### src/verilog/atm_err_cfg.svh
`ifndef ATM_ERR_CFG_SVH
`define ATM_ERR_CFG_SVH

// register byte offsets on the plain register port
`define ERR_ADDR_W 8
`define ERR_OFS_CTRL 8'h00
`define ERR_OFS_WATCH 8'h04
`define ERR_OFS_ENABLE 8'h08
`define ERR_OFS_PENDING 8'h0C

// pending / enable bit positions
`define BIT_TX_PRESENT 18
`define BIT_TX_FAILED 17
`define BIT_TX_STALL 16
`define BIT_RX_PRESENT 2
`define BIT_RX_FAILED 1
`define BIT_RX_STALL 0

// control and clock-watch fields
`define BIT_TX_ENABLE 18
`define BIT_RX_ENABLE 2
`define TX_COUNT_LSB 16
`define RX_COUNT_LSB 0
`define COUNT_W 8

// implemented-bit masks and reset values
`define FLAG_MASK 32'h0007_0007
`define CTRL_MASK 32'h0004_0004
`define WATCH_MASK 32'h00FF_00FF
`define WORD_ZERO 32'h0000_0000
`define COUNT_ZERO 8'h00

`endif

### src/verilog/atm_err_pkg.sv
`default_nettype none
package atm_err_pkg;
  typedef logic [31:0] word_t;
  typedef enum {
    SEL_CTRL,
    SEL_WATCH,
    SEL_ENABLE,
    SEL_PENDING,
    SEL_NONE
  } reg_sel_t;
endpackage
`default_nettype wire

### src/verilog/link_clock_watch.sv
`include "atm_err_cfg.svh"
`default_nettype none
module link_clock_watch #(
  parameter int CNT_W = `COUNT_W
) (
  input wire logic clk_in,
  input wire logic rst_n_in,
  input wire logic link_clock_in,
  input wire logic [CNT_W-1:0] limit_in,
  output logic edge_out,
  output logic timeout_out,
  output logic present_out
);
  logic sync_meta;
  logic sync_q;
  logic sync_prev;
  logic [CNT_W:0] gap;
  logic edge_q;
  logic timeout_q;
  logic present;
  logic [CNT_W:0] next_gap;
  logic next_edge;
  logic next_timeout;
  logic next_present;

  // the first flop is read only by the second
  always_comb begin
    next_edge = sync_q & ~sync_prev;
    if (next_edge) begin
      next_gap = '0;
    end else if (&gap) begin
      next_gap = gap;
    end else begin
      next_gap = gap + 1'b1;
    end
    // limit of zero switches detection off
    next_timeout = (limit_in != '0) && !next_edge &&
                   (gap == {1'b0, limit_in});
    next_present = next_edge | (present & ~next_timeout);
  end

  always_ff @(posedge clk_in or negedge rst_n_in) begin
    if (!rst_n_in) begin
      sync_meta <= 1'b0;
      sync_q <= 1'b0;
      sync_prev <= 1'b0;
      gap <= '0;
      edge_q <= 1'b0;
      timeout_q <= 1'b0;
      present <= 1'b0;
    end else begin
      sync_meta <= link_clock_in;
      sync_q <= sync_meta;
      sync_prev <= sync_q;
      gap <= next_gap;
      edge_q <= next_edge;
      timeout_q <= next_timeout;
      present <= next_present;
    end
  end

  assign edge_out = edge_q;
  assign timeout_out = timeout_q;
  assign present_out = present;
endmodule
`default_nettype wire

### src/verilog/queue_stall_watch.sv
`default_nettype none
module queue_stall_watch (
  input wire logic clk_in,
  input wire logic rst_n_in,
  input wire logic req_in,
  input wire logic blocked_in,
  output logic accept_out,
  output logic stall_out
);
  logic stall;
  logic next_stall;

  // a blocked request is held, never forced through
  always_comb begin
    next_stall = req_in & blocked_in;
  end

  always_ff @(posedge clk_in or negedge rst_n_in) begin
    if (!rst_n_in) begin
      stall <= 1'b0;
    end else begin
      stall <= next_stall;
    end
  end

  assign accept_out = req_in & ~blocked_in;
  assign stall_out = stall;
endmodule
`default_nettype wire

### src/verilog/atm_port_error_pending_flags.sv
`include "atm_err_cfg.svh"
`default_nettype none
module atm_port_error_pending_flags (
  input wire logic CLOCK_IN,
  input wire logic RST_N_IN,
  input wire logic [`ERR_ADDR_W-1:0] ADDR_IN,
  input wire logic [31:0] WDATA_IN,
  input wire logic WR_IN,
  input wire logic RD_IN,
  output logic [31:0] RDATA_OUT,
  input wire logic TX_LINK_CLOCK_IN,
  input wire logic RX_LINK_CLOCK_IN,
  input wire logic TX_QUEUE_WR_REQ_IN,
  input wire logic TX_QUEUE_FULL_IN,
  output logic TX_QUEUE_WR_ACCEPT_OUT,
  input wire logic RX_QUEUE_RD_REQ_IN,
  input wire logic RX_QUEUE_EMPTY_IN,
  output logic RX_QUEUE_RD_ACCEPT_OUT,
  output logic RX_PORT_RESET_OUT,
  output logic PORT_INTERRUPT_OUT
);
  logic rst_meta;
  logic rst_n;

  atm_err_pkg::word_t port_control_reg;
  atm_err_pkg::word_t clock_watch_reg;
  atm_err_pkg::word_t error_interrupt_enables;
  atm_err_pkg::word_t error_pending_flags;
  atm_err_pkg::word_t rdata;
  atm_err_pkg::word_t next_port_control_reg;
  atm_err_pkg::word_t next_clock_watch_reg;
  atm_err_pkg::word_t next_error_interrupt_enables;
  atm_err_pkg::word_t next_rdata;
  atm_err_pkg::word_t clear_mask;
  atm_err_pkg::reg_sel_t wr_sel;
  atm_err_pkg::reg_sel_t rd_sel;

  logic tx_clock_present_flag;
  logic tx_clock_failed_flag;
  logic rx_clock_present_flag;
  logic rx_clock_failed_flag;
  logic tx_queue_stall_flag;
  logic rx_queue_stall_flag;
  logic next_tx_present;
  logic next_tx_failed;
  logic next_rx_present;
  logic next_rx_failed;
  logic rx_port_reset;
  logic next_rx_port_reset;
  logic port_interrupt_line;
  logic next_port_interrupt_line;

  logic tx_edge;
  logic tx_timeout;
  logic rx_edge;
  logic rx_timeout;
  logic tx_interface_enable;
  logic rx_interface_enable;
  logic [`COUNT_W-1:0] tx_clock_timeout_count;
  logic [`COUNT_W-1:0] rx_clock_timeout_count;

  // one decode shared by the read and the write path
  function automatic atm_err_pkg::reg_sel_t decode_addr(
    input logic [`ERR_ADDR_W-1:0] addr
  );
    atm_err_pkg::reg_sel_t sel;
    case (addr)
      `ERR_OFS_CTRL: sel = atm_err_pkg::SEL_CTRL;
      `ERR_OFS_WATCH: sel = atm_err_pkg::SEL_WATCH;
      `ERR_OFS_ENABLE: sel = atm_err_pkg::SEL_ENABLE;
      `ERR_OFS_PENDING: sel = atm_err_pkg::SEL_PENDING;
      default: sel = atm_err_pkg::SEL_NONE;
    endcase
    return sel;
  endfunction

  // reset is released through two flops, asserted at once
  always_ff @(posedge CLOCK_IN or negedge RST_N_IN) begin
    if (!RST_N_IN) begin
      rst_meta <= 1'b0;
      rst_n <= 1'b0;
    end else begin
      rst_meta <= 1'b1;
      rst_n <= rst_meta;
    end
  end

  assign tx_interface_enable = port_control_reg[`BIT_TX_ENABLE];
  assign rx_interface_enable = port_control_reg[`BIT_RX_ENABLE];
  assign tx_clock_timeout_count =
    clock_watch_reg[`TX_COUNT_LSB +: `COUNT_W];
  assign rx_clock_timeout_count =
    clock_watch_reg[`RX_COUNT_LSB +: `COUNT_W];

  link_clock_watch #(
    .CNT_W(`COUNT_W)
  ) u_tx_watch (
    .clk_in(CLOCK_IN),
    .rst_n_in(rst_n),
    .link_clock_in(TX_LINK_CLOCK_IN),
    .limit_in(tx_clock_timeout_count),
    .edge_out(tx_edge),
    .timeout_out(tx_timeout),
    .present_out()
  );

  link_clock_watch #(
    .CNT_W(`COUNT_W)
  ) u_rx_watch (
    .clk_in(CLOCK_IN),
    .rst_n_in(rst_n),
    .link_clock_in(RX_LINK_CLOCK_IN),
    .limit_in(rx_clock_timeout_count),
    .edge_out(rx_edge),
    .timeout_out(rx_timeout),
    .present_out()
  );

  queue_stall_watch u_tx_stall (
    .clk_in(CLOCK_IN),
    .rst_n_in(rst_n),
    .req_in(TX_QUEUE_WR_REQ_IN),
    .blocked_in(TX_QUEUE_FULL_IN),
    .accept_out(TX_QUEUE_WR_ACCEPT_OUT),
    .stall_out(tx_queue_stall_flag)
  );

  queue_stall_watch u_rx_stall (
    .clk_in(CLOCK_IN),
    .rst_n_in(rst_n),
    .req_in(RX_QUEUE_RD_REQ_IN),
    .blocked_in(RX_QUEUE_EMPTY_IN),
    .accept_out(RX_QUEUE_RD_ACCEPT_OUT),
    .stall_out(rx_queue_stall_flag)
  );

  // software-side registers
  always_comb begin
    wr_sel = decode_addr(ADDR_IN);
    rd_sel = decode_addr(ADDR_IN);
    next_port_control_reg = port_control_reg;
    next_clock_watch_reg = clock_watch_reg;
    next_error_interrupt_enables = error_interrupt_enables;
    clear_mask = `WORD_ZERO;
    if (WR_IN) begin
      case (wr_sel)
        atm_err_pkg::SEL_CTRL:
          next_port_control_reg = WDATA_IN & `CTRL_MASK;
        atm_err_pkg::SEL_WATCH:
          next_clock_watch_reg = WDATA_IN & `WATCH_MASK;
        atm_err_pkg::SEL_ENABLE:
          next_error_interrupt_enables = WDATA_IN & `FLAG_MASK;
        atm_err_pkg::SEL_PENDING:
          clear_mask = WDATA_IN & `FLAG_MASK;
        default: clear_mask = `WORD_ZERO;
      endcase
    end
    next_rdata = `WORD_ZERO;
    if (RD_IN) begin
      case (rd_sel)
        atm_err_pkg::SEL_CTRL: next_rdata = port_control_reg;
        atm_err_pkg::SEL_WATCH: next_rdata = clock_watch_reg;
        atm_err_pkg::SEL_ENABLE: next_rdata = error_interrupt_enables;
        atm_err_pkg::SEL_PENDING: next_rdata = error_pending_flags;
        default: next_rdata = `WORD_ZERO;
      endcase
    end
  end

  // flags: a hardware set wins over a clear in the same cycle
  always_comb begin
    next_tx_present = tx_edge |
      (tx_clock_present_flag & ~clear_mask[`BIT_TX_PRESENT] &
       ~tx_timeout);
    next_rx_present = rx_edge |
      (rx_clock_present_flag & ~clear_mask[`BIT_RX_PRESENT] &
       ~rx_timeout);
    next_tx_failed = (tx_timeout & tx_interface_enable) |
      (tx_clock_failed_flag & ~clear_mask[`BIT_TX_FAILED]);
    next_rx_failed = (rx_timeout & rx_interface_enable) |
      (rx_clock_failed_flag & ~clear_mask[`BIT_RX_FAILED]);
    next_rx_port_reset = rx_timeout & rx_interface_enable;
    // refreshed each cycle from the registered flags and enables
    next_port_interrupt_line =
      |(error_pending_flags & error_interrupt_enables);
  end

  // reserved bits are never stored, so they always read zero
  always_comb begin
    error_pending_flags = `WORD_ZERO;
    error_pending_flags[`BIT_TX_PRESENT] = tx_clock_present_flag;
    error_pending_flags[`BIT_TX_FAILED] = tx_clock_failed_flag;
    error_pending_flags[`BIT_TX_STALL] = tx_queue_stall_flag;
    error_pending_flags[`BIT_RX_PRESENT] = rx_clock_present_flag;
    error_pending_flags[`BIT_RX_FAILED] = rx_clock_failed_flag;
    error_pending_flags[`BIT_RX_STALL] = rx_queue_stall_flag;
  end

  always_ff @(posedge CLOCK_IN or negedge rst_n) begin
    if (!rst_n) begin
      port_control_reg <= `WORD_ZERO;
      clock_watch_reg <= `WORD_ZERO;
      error_interrupt_enables <= `WORD_ZERO;
      rdata <= `WORD_ZERO;
      tx_clock_present_flag <= 1'b0;
      tx_clock_failed_flag <= 1'b0;
      rx_clock_present_flag <= 1'b0;
      rx_clock_failed_flag <= 1'b0;
      rx_port_reset <= 1'b0;
      port_interrupt_line <= 1'b0;
    end else begin
      port_control_reg <= next_port_control_reg;
      clock_watch_reg <= next_clock_watch_reg;
      error_interrupt_enables <= next_error_interrupt_enables;
      rdata <= next_rdata;
      tx_clock_present_flag <= next_tx_present;
      tx_clock_failed_flag <= next_tx_failed;
      rx_clock_present_flag <= next_rx_present;
      rx_clock_failed_flag <= next_rx_failed;
      rx_port_reset <= next_rx_port_reset;
      port_interrupt_line <= next_port_interrupt_line;
    end
  end

  assign RDATA_OUT = rdata;
  assign RX_PORT_RESET_OUT = rx_port_reset;
  assign PORT_INTERRUPT_OUT = port_interrupt_line;
endmodule
`default_nettype wire

### config.mk
export PLATFORM = sky130hd
export DESIGN_NAME = atm_port_error_pending_flags
export DESIGN_NICKNAME = d
export VERILOG_FILES = /design/src/verilog/atm_err_pkg.sv /design/src/verilog/link_clock_watch.sv /design/src/verilog/queue_stall_watch.sv /design/src/verilog/atm_port_error_pending_flags.sv
export VERILOG_INCLUDE_DIRS = /design/src /design/src/verilog
export SDC_FILE = /design/constraint.sdc
export NUM_CORES = 1
export LEC_CHECK = 0
export ABC_AREA = 1
export BUFFER_PORTS_ARGS = -buffer_cell sky130_fd_sc_hd__buf_2
export CORE_MARGIN = 8
export CORE_UTILIZATION = 54
export CTS_CLUSTER_DIAMETER = 40
export DETAILED_ROUTE_END_ITERATION = 10
export PLACE_DENSITY = 0.81
export SYNTH_ARGS = -nofsm -noshare
export SYNTH_HDL_FRONTEND = slang
export SYNTH_SLANG_ARGS = --single-unit
### constraint.sdc
create_clock -name CLOCK_IN -period 3.19 [get_ports CLOCK_IN]
set_input_delay 0.319 -clock CLOCK_IN [delete_from_list [all_inputs] [get_ports CLOCK_IN]]
set_output_delay 0.319 -clock CLOCK_IN [all_outputs]
set_load 0.02 [all_outputs]
## Word level (Yosys, flattened, before mapping)

Cells that the tools add are included.
Widths: inputs -> output; s select.

- Add/subtract/negate cells: 2
- Bitwise operators: 29
- Equal/unequal tests: 10
- Reductions and logical operators: 16
- Muxes and demuxes: 9

Operators by type and width:

| cell | count |
|---|---|
| $pmux 24 s4 | 1 |
| $eq 32x2->1 const B | 2 |
| $mux 19 | 2 |
| $mux 9 | 4 |
| $eq 32x1->1 const B | 1 |
| $logic_not 32->1 | 1 |
| $reduce_or 32->1 | 1 |
| $mux 24 | 1 |
| $and 19x19->19 | 1 |
| $add 9x1->9 const B | 2 |
| $eq 9x8->1 | 2 |
| $reduce_and 9->1 | 2 |
| $eq 8x4->1 const B | 2 |
| $reduce_bool 8->1 | 2 |
| $and 1x1->1 | 14 |
| $pmux 3 s4 | 1 |
| $not 1->1 | 10 |
| $eq 8x3->1 const B | 1 |
| $logic_not 8->1 | 1 |
| $reduce_and 2->1 | 3 |
| $logic_and 1x1->1 | 4 |
| $ne 2x1->1 const B | 2 |
| $or 1x1->1 | 4 |
| $logic_not 1->1 | 2 |

- Bits of input ports: 50
- Output and inout port bits: 36
- Register bits: 94

## Depth between registers and ports, before layout

Gate-level depths: netlist (run 1).

- Word-level depth: 9
- Gate-level depth with buffers: 12

## Hierarchy

A second synthesis (run 1) with hierarchy kept.

- Cell total of the unflattened synthesis: 508
- Area total of the unflattened synthesis: 3,932.5 um^2

Modules (own cells, without submodules):

| module | sequential area each (um^2) | cells each | area an instance (um^2) | times used |
|---|---|---|---|---|
| atm_port_error_pending_flags | 1,201.2 | 252 | 2,130.8 | 1 |
| link_clock_watch | 375.4 | 123 | 858.3 | 2 |
| queue_stall_watch | 25.0 | 5 | 42.5 | 2 |

## Worst setup path before layout (run 1)

OpenSTA, ideal clock, no wires.

- Path type: reg-to-reg
- Start: register u_tx_watch.gap[0]
- End: register u_tx_watch.gap[6]
- Library setup time: 0.120 ns
- Data required time: 3.070 ns
- Buffers on the path: 0
- Arrival time: 1.552 ns
- Clock period less this slack: 1.672 ns
- Stages on the path, launching flop included: 12
- Path slack: 1.518 ns
- Cells stage by stage: dfrtp_1 > ha_1 > nand3_1 > nor3_1 > ha_1 > inv_2 > nand3_1 > inv_1 > nand3_1 > nor2_1 > o21ai_0 > inv_1

- Longest elaborated chain between the ends: 3
- Elaborated cells between the ends (all ways): 5
- Those cells by class: add/sub: 1; eq/ne: 1; mux: 2; reduce/logical: 1

Ends and longest elaborated chain:

| what | RTL line | RTL |
|---|---|---|
| from (decl) | link_clock_watch.sv:17 | `logic [CNT_W:0] gap;` |
| from (signal assigned) | link_clock_watch.sv:55 | `gap <= next_gap;` |
| $add 9x1->9 | link_clock_watch.sv:34 | `next_gap = gap + 1'b1;` |
| $mux 9 | link_clock_watch.sv:31 | `end else if (&gap) begin` |
| $mux 9 | link_clock_watch.sv:29 | `if (next_edge) begin` |

Parallel ways exist; a longest one is shown, timed or not. The select of a mux whose other input is x is not followed.
A chain may end at the register's enable or synchronous reset.

## Worst setup path after layout (run 1)

Ends and elaborated chain as after synthesis.

==> impl_metrics.py, run 1 <==
metrics = {
    "synth": {
        "synth-compound-area-share_pct": 8.984,
        "muxShareOfSynthArea_pct": 0,
        "syn_inst": 437,
        "synth_fa_ha_area_share_pct": 1.307,
        "synth-simple-area-share_pct": 24.47,
        "yosysWarnings": 0,
        "synth_top_family_by_area": "simple AND/OR/NAND/NOR gates",
        "synth-edff-count": 0,
        "synth_flop_cell": "dfrtp_1",
        "synth_xor_xnor_area_share_pct": 2.744,
        "ys_seq_elements": 78,
        "post_synth.cell_area_avg_um2": 8.764,
        "synthArstFlopShare_pct": 100.0,
        "synth.distinct_cells": 32,
        "synth_area_um2": 3830,
        "synth.yosys.seq_area_share_pct": 50.96,
    },
    "power_and_ir_drop": {
        "power_leakage_nw": 2.320,
        "peakVddDrop_mv": 0.3540,
        "power_mw": 2.349,
        "p_per_area_nw_per_um2": 538.9,
    },
    "sta": {
        "fin_crit_ns": 1.980,
        "finClkSkew_ns": 0.007918,
        "slew_headroom_pct": 38.60,
        "timing.fmax_mhz": 505.1,
        "drv_slew": 0,
        "timing_worst_slew_pin_value_ns": 0.9211,
        "period_share_pct": 62.06,
        "rsz0062_at_grt": "false",
        "tns_ns": 0,
        "setup_viol": 0,
        "hold_viol": 0,
    },
    "detailed_routing": {
        "wl_per_cell_um": 12.94,
        "via_per_inst": 4.881,
        "antenna_left": 0,
        "drc": 0,
        "wirelength_um": 7727,
        "first_iter_violations": 142,
        "num_vias": 2914,
        "first_pass_iters": 4,
    },
    "floorplanning": {
        "coreArea_um2": 6832,
        "dieHeight_um": 100.2,
        "die_w_um": 100.2,
        "rows": 30,
        "num_io_pins": 86,
        "start_util_pct": 56.06,
        "die_area_um2": 10040,
    },
    "clock_network": {
        "cts_made_buffers": 9,
        "tritoncts": "yes",
        "insertion_delay_ns": 0.35,
        "path_clk_slew_ns": 0.08,
        "cts_root_buf": "clkbuf_8",
        "cts.repair.resized": 0,
        "cts_buffer_depth": 2,
        "htree_levels": 3,
        "clock-sinks": 78,
    },
    "cells_and_area": {
        "drive_gt1_share_pct": 22.75,
        "nets": 550,
        "fill_cells": 603,
        "syn_to_final_growth_pct": 13.79,
        "antennaDiodeCount": 0,
        "final-seq-area_um2": 1953,
        "multi_input_area_um2": 1500,
    },
    "setup_path": {
        "cp_common_cell": "nand3_1",
        "crit_slowest_cell": "dfrtp_1",
        "endpoint_kind": "flop",
        "rr_worst_depth": 11,
        "required_ns": 3.43,
        "cp_max_fo": 6,
        "path_cells": "ha_1 > nand3_1 > nor3_1 > ha_1 > inv_2 > nand3_1 > inv_1 > nand3_1 > nor2_1 > o21ai_0 > inv_1",
        "worstPathArrival_ns": 2.22,
        "max_stage_delay_ns": 0.43,
        "criticalPathCategory": "reg2reg",
        "cp-start-kind": "flop",
    },
    "outcome": {
        "outcome": "completed",
    },
    "placed_design": {
        "place.gp.congestion": 0.8451,
        "io_buffers": 53,
        "post-dp-hpwl_um": 5669,
    },
    "grt": {
        "grt_max_degree": 77,
        "grt_pass1_wl_um": 13140,
        "grt_pass1_vias": 2988,
        "overflow": 0,
        "grt_use_total_pct": 16.39,
        "antenna_found_initial": 0,
    },
    "min_path": {
        "hold_class": "in2reg",
        "holdPathStages": 1,
    },
    "job": {
        "max_cap_viol_count": 0,
    },
}
[repair_timing]
action,4_1_cts,5_1_grt
setup buffers,0,0
hold endpoints to repair,2,0
hold buffers,1,0
[cells in the mapped netlist (2+ instances only)]
cell / count / area, um2
inv_2: 2 / 7.510
buf_4: 16 / 120.1
conb_1: 2 / 7.510
inv_1: 63 / 236.5
nor3_1: 10 / 50.05
nor2_2: 4 / 25.02
o21ai_2: 22 / 192.7
buf_6: 5 / 56.30
nand3_1: 35 / 175.2
nand4_1: 3 / 18.77
o21ai_0: 7 / 35.03
dfrtp_1: 78 / 1952
a22o_1: 2 / 17.52
xnor2_1: 8 / 70.07
nor2_1: 51 / 191.4
a21oi_1: 14 / 70.07
xor2_1: 4 / 35.03
ha_1: 4 / 50.05
nand2_4: 2 / 22.52
o21ai_1: 3 / 15.01
nor2_4: 5 / 56.30
nand2_1: 82 / 307.8
nand2_2: 6 / 37.54
[where the power goes]
| group | internal, mW | switching (mW) | leakage (nW) |
|---|---|---|---|
| logic | 0.122 | 0.181 | 1.16 |
| clock network | 0.563 | 0.339 | 0.124 |
| registers | 1.06 | 0.0823 | 1.03 |
| total | 1.75 | 0.602 | 2.32 |
[final cells by class]
class	instances	share of cell area [%]
clock buffer	13	3.646
clock inverter	3	2.067
inverter	66	5.800
multi-input combinational	286	34.42
sequential	78	44.82
tap	96	2.756
timing repair buffer	55	6.489
[path summary, 6_finish.rpt]
check,end,slack [ns],start
worst max-delay path,u_tx_watch.gap[6],1.21,u_tx_watch.gap[0]
worst min-delay path,u_tx_watch.sync_meta,0.07,TX_LINK_CLOCK_IN
worst max register to register,u_tx_watch.gap[6],1.21,u_tx_watch.gap[0]
worst min register to register,u_rx_watch.sync_q,0.35,u_rx_watch.sync_meta
max in group asynchronous,clock_watch_reg[0],2.10,rst_n
min in group asynchronous,rst_n,0.27,RST_N_IN
[routing by layer]
layer	vias up	wire, um	track usage (%)	part of all wire (%)
met5	-	0	0	0
met4	0	116	7.209	1.5
met3	11	465	5.121	6.0
met2	70	3756	27.18	49
met1	1379	3388	19.02	44
li1	1454	-	-	-
[placed cells by master (no fill, tap or decap)]
master          n
a22o_1          2
nor3_1         10
xor2_1          4
bufinv_16       3
conb_1         17
buf_4           1
nor2_4          5
nor3_2          1
nor2_1         51
clkbuf_8       11
clkbuf_1        2
nor2_2          4
nand2_1        82
o22ai_1         1
o21ai_2        22
clkinv_4        1
ha_1            4
xnor2_1         8
buf_2          53
o21bai_1        1
inv_2           2
dlygate4sd3_1   1
nand2_4         2
dfrtp_2         1
nand3_1        35
nand3_4         1
nand3_2         1
a21oi_1        14
nand4_1         3
o21ai_0         7
dfrtp_1        77
o21ai_1         3
nand2_2         6
nand3b_1        1
nor3b_1         1
inv_1          63
[cell families (layout without fill, tap and decap cells)]
group | Yosys count | in the layout
simple gates | 203 | 203
buf+inv | 88 | 137
flops | 78 | 78
compound gates | 50 | 50
xor+xnor | 12 | 12
fa+ha+maj | 4 | 4
other cells | 2 | 17
[through the flow]
| stage | util, % | setup slack (ns) | instances | hold slack (ns) | cell area, um2 |
|---|---|---|---|---|---|
| after floorplan | - | 0.8568 | 452 | 0.02341 | 3886 |
| after global placement | 60.00 | 1.316 | 580 | 0.1033 | 4099 |
| after detailed placement | 60.00 | 1.253 | 580 | 0.1060 | 4099 |
| after CTS | 63.79 | 1.240 | 597 | 0.05127 | 4358 |
| after global routing | 63.79 | 1.024 | 597 | 0.05270 | 4358 |
| final | 63.79 | 1.210 | 597 | 0.06666 | 4358 |
[worst max-delay path: cells and delay by family, from the launching register on]
kind / cells / cell delay (ns)
AO/OA/AOI/OAI: 1 / 0.16
adder cells (fa/ha/maj): 2 / 0.58
buffers and inverters: 3 / 0.23
flip-flops: 1 / 0.43
AND/OR/NAND/NOR: 5 / 0.47
(Power assumes the default switching activity.)
==> run 2, diff against run 1 <==
- CORE_UTILIZATION: 54 -> 49
- PLACE_DENSITY: 0.81 -> 0.77
- clock period: 3.19 -> 1.61 ns (I/O delays scaled with it)
==> impl_metrics.py, run 2 (synthesized netlist as in run 1, its figures left out) <==
metrics = {
    "cells_and_area": {
        "final-seq-area_um2": 1953,
        "drive_gt1_share_pct": 31.27,
        "fin_area_um2": 4712,
        "fill_cells": 633,
        "fin_cells": 636,
        "final_common_cell": "nand2_1",
        "syn_to_final_growth_pct": 23.03,
        "multi_input_area_um2": 1612,
        "final_cell_mix": "nand2_1, dfrtp_1, inv_1",
        "nets": 583,
        "antennaDiodeCount": 0,
    },
    "floorplanning": {
        "start_util_pct": 50.08,
        "coreArea_um2": 7647,
        "rows": 32,
        "die_w_um": 104.4,
        "num_io_pins": 86,
        "dieHeight_um": 104.4,
        "die_area_um2": 10900,
    },
    "detailed_routing": {
        "wl_per_cell_um": 13.30,
        "wl_met2_um": 4237,
        "via_per_inst": 4.852,
        "antenna_left": 0,
        "wl_met3_um": 404,
        "first_pass_iters": 4,
        "num_vias": 3086,
        "wl_met1_um": 3659,
        "first_iter_violations": 138,
        "wirelength_um": 8461,
        "drc": 0,
        "top_layer": "met4",
    },
    "clock_network": {
        "clock-sinks": 78,
        "cts_buffer_depth": 2,
        "tritoncts": "yes",
        "cts_root_buf": "clkbuf_8",
        "htree_levels": 3,
        "cts_made_buffers": 9,
        "path_clk_slew_ns": 0.08,
        "insertion_delay_ns": 0.35,
    },
    "power_and_ir_drop": {
        "peakVddDrop_mv": 0.5702,
        "p_per_area_nw_per_um2": 1007,
        "power_leakage_nw": 2.464,
        "power_mw": 4.746,
    },
    "setup_path": {
        "crit_slowest_cell": "dfrtp_1",
        "path_buf_inv": 1,
        "crit_family": "simple AND/OR/NAND/NOR gates",
        "endpoint_kind": "flop",
        "max_stage_delay_ns": 0.40,
        "cp_max_fo": 3,
        "required_ns": 1.85,
        "worstPathArrival_ns": 1.85,
        "criticalPathCategory": "reg2reg",
        "path_cells": "ha_4 > nand2_2 > nor3_2 > ha_2 > inv_2 > nand2_4 > nor2_4 > nand2_2 > nor2_1 > o21ai_1 > nor2_1",
        "cp-start-kind": "flop",
    },
    "grt": {
        "overflow": 0,
        "grt_pass1_vias": 3096,
        "grt_max_degree": 40,
        "grt_use_total_pct": 15.48,
        "grt_pass1_wl_um": 13880,
        "antenna_found_initial": 0,
    },
    "sta": {
        "worst_slack_ns": 0.004771,
        "setup_viol": 0,
        "finClkSkew_ns": 0.008075,
        "rsz0062_at_grt": "true",
        "period_share_pct": 99.70,
        "fin_crit_ns": 1.605,
        "whs_ns": 0.02715,
        "hold_viol": 0,
        "drv_slew": 0,
        "timing.fmax_mhz": 623.0,
    },
    "placed_design": {
        "dp.cells": 605,
        "place.gp.congestion": 0.8589,
        "post-dp-hpwl_um": 5981,
        "place_area_um2": 4272,
        "place_ws_ns": -0.09434,
        "io_buffers": 53,
    },
    "outcome": {
        "outcome": "completed",
    },
    "job": {
        "max_cap_viol_count": 0,
    },
    "min_path": {
        "hold_class": "in2reg",
    },
}
-- run 2: cell types whose count changed in the layout (fill, tap and decap cells not counted), moves of 3 or more --
cell / before / now
inv_1: 63 / 60
nand2_1: 82 / 78
nor3_1: 10 / 7
nand3_2: 1 / 6
nand3_1: 35 / 30
nand2_2: 6 / 9
dlygate4sd3_1: 1 / 5
ha_1: 4 / 0
buf_4: 1 / 29
inv_2: 2 / 5
-- run 2: timing repair --
item                       4_1_cts  5_1_grt
hold buffers                     5        0
pin swaps                        9       11
hold endpoints to repair         5        0
resized for setup               10       17
buffers inserted                 9        1
setup endpoints to repair        4       11
-- run 2: layer usage --
| layer | vias to the layer above | GRT usage, % |
|---|---|---|
| met5 | - | 0 |
| met4 | 0 | 6.308 |
| met3 | 14 | 4.461 |
| met2 | 76 | 26.28 |
| met1 | 1468 | 17.87 |
| li1 | 1528 | - |
-- run 2: power breakdown --
group | switching (mW) | internal, mW
combinational | 0.507 | 0.433
sequential | 0.123 | 2.10
clock | 0.709 | 0.870
-- run 2: final cells by class --
| cell class | instances | area share (%) |
|---|---|---|
| Sequential cell | 78 | 41.45 |
| Multi-Input combinational cell | 286 | 34.20 |
| Timing Repair Buffer | 88 | 11.74 |
| Inverter | 66 | 5.364 |
| Clock buffer | 10 | 2.708 |
| Tap cell | 102 | 2.708 |
| Clock inverter | 6 | 1.832 |
-- run 2: worst min-delay path, delay by kind of cell --
kind / cells / cell delay, ns
AND/OR/NAND/NOR: 1 / 0.04
buffers and inverters: 2 / 0.14
-- run 2: stage by stage --
step	setup TNS, ns	util (%)
final	0	61.62
after global routing	-0.3336	61.62
after CTS	-0.02599	60.49
after detailed placement	-0.1613	55.86
after global placement	0	55.86
after floorplan	-0.002794	-
-- run 2: worst paths after layout --
check	startpoint	endpoint	slack, ns	cells past startpoint
worst max register to register	u_rx_watch.gap[0]	u_rx_watch.gap[7]	0.005	11
worst min register to register	rst_n	RDATA_OUT[20]	0.32	1
max in group asynchronous	rst_n	u_rx_watch.gap[5]	0.93	1
worst min-delay path	TX_QUEUE_FULL_IN	u_tx_stall.stall_out	0.03	3
worst max-delay path	u_rx_watch.gap[0]	u_rx_watch.gap[7]	0.005	11
min in group asynchronous	RST_N_IN	rst_n	0.11	2
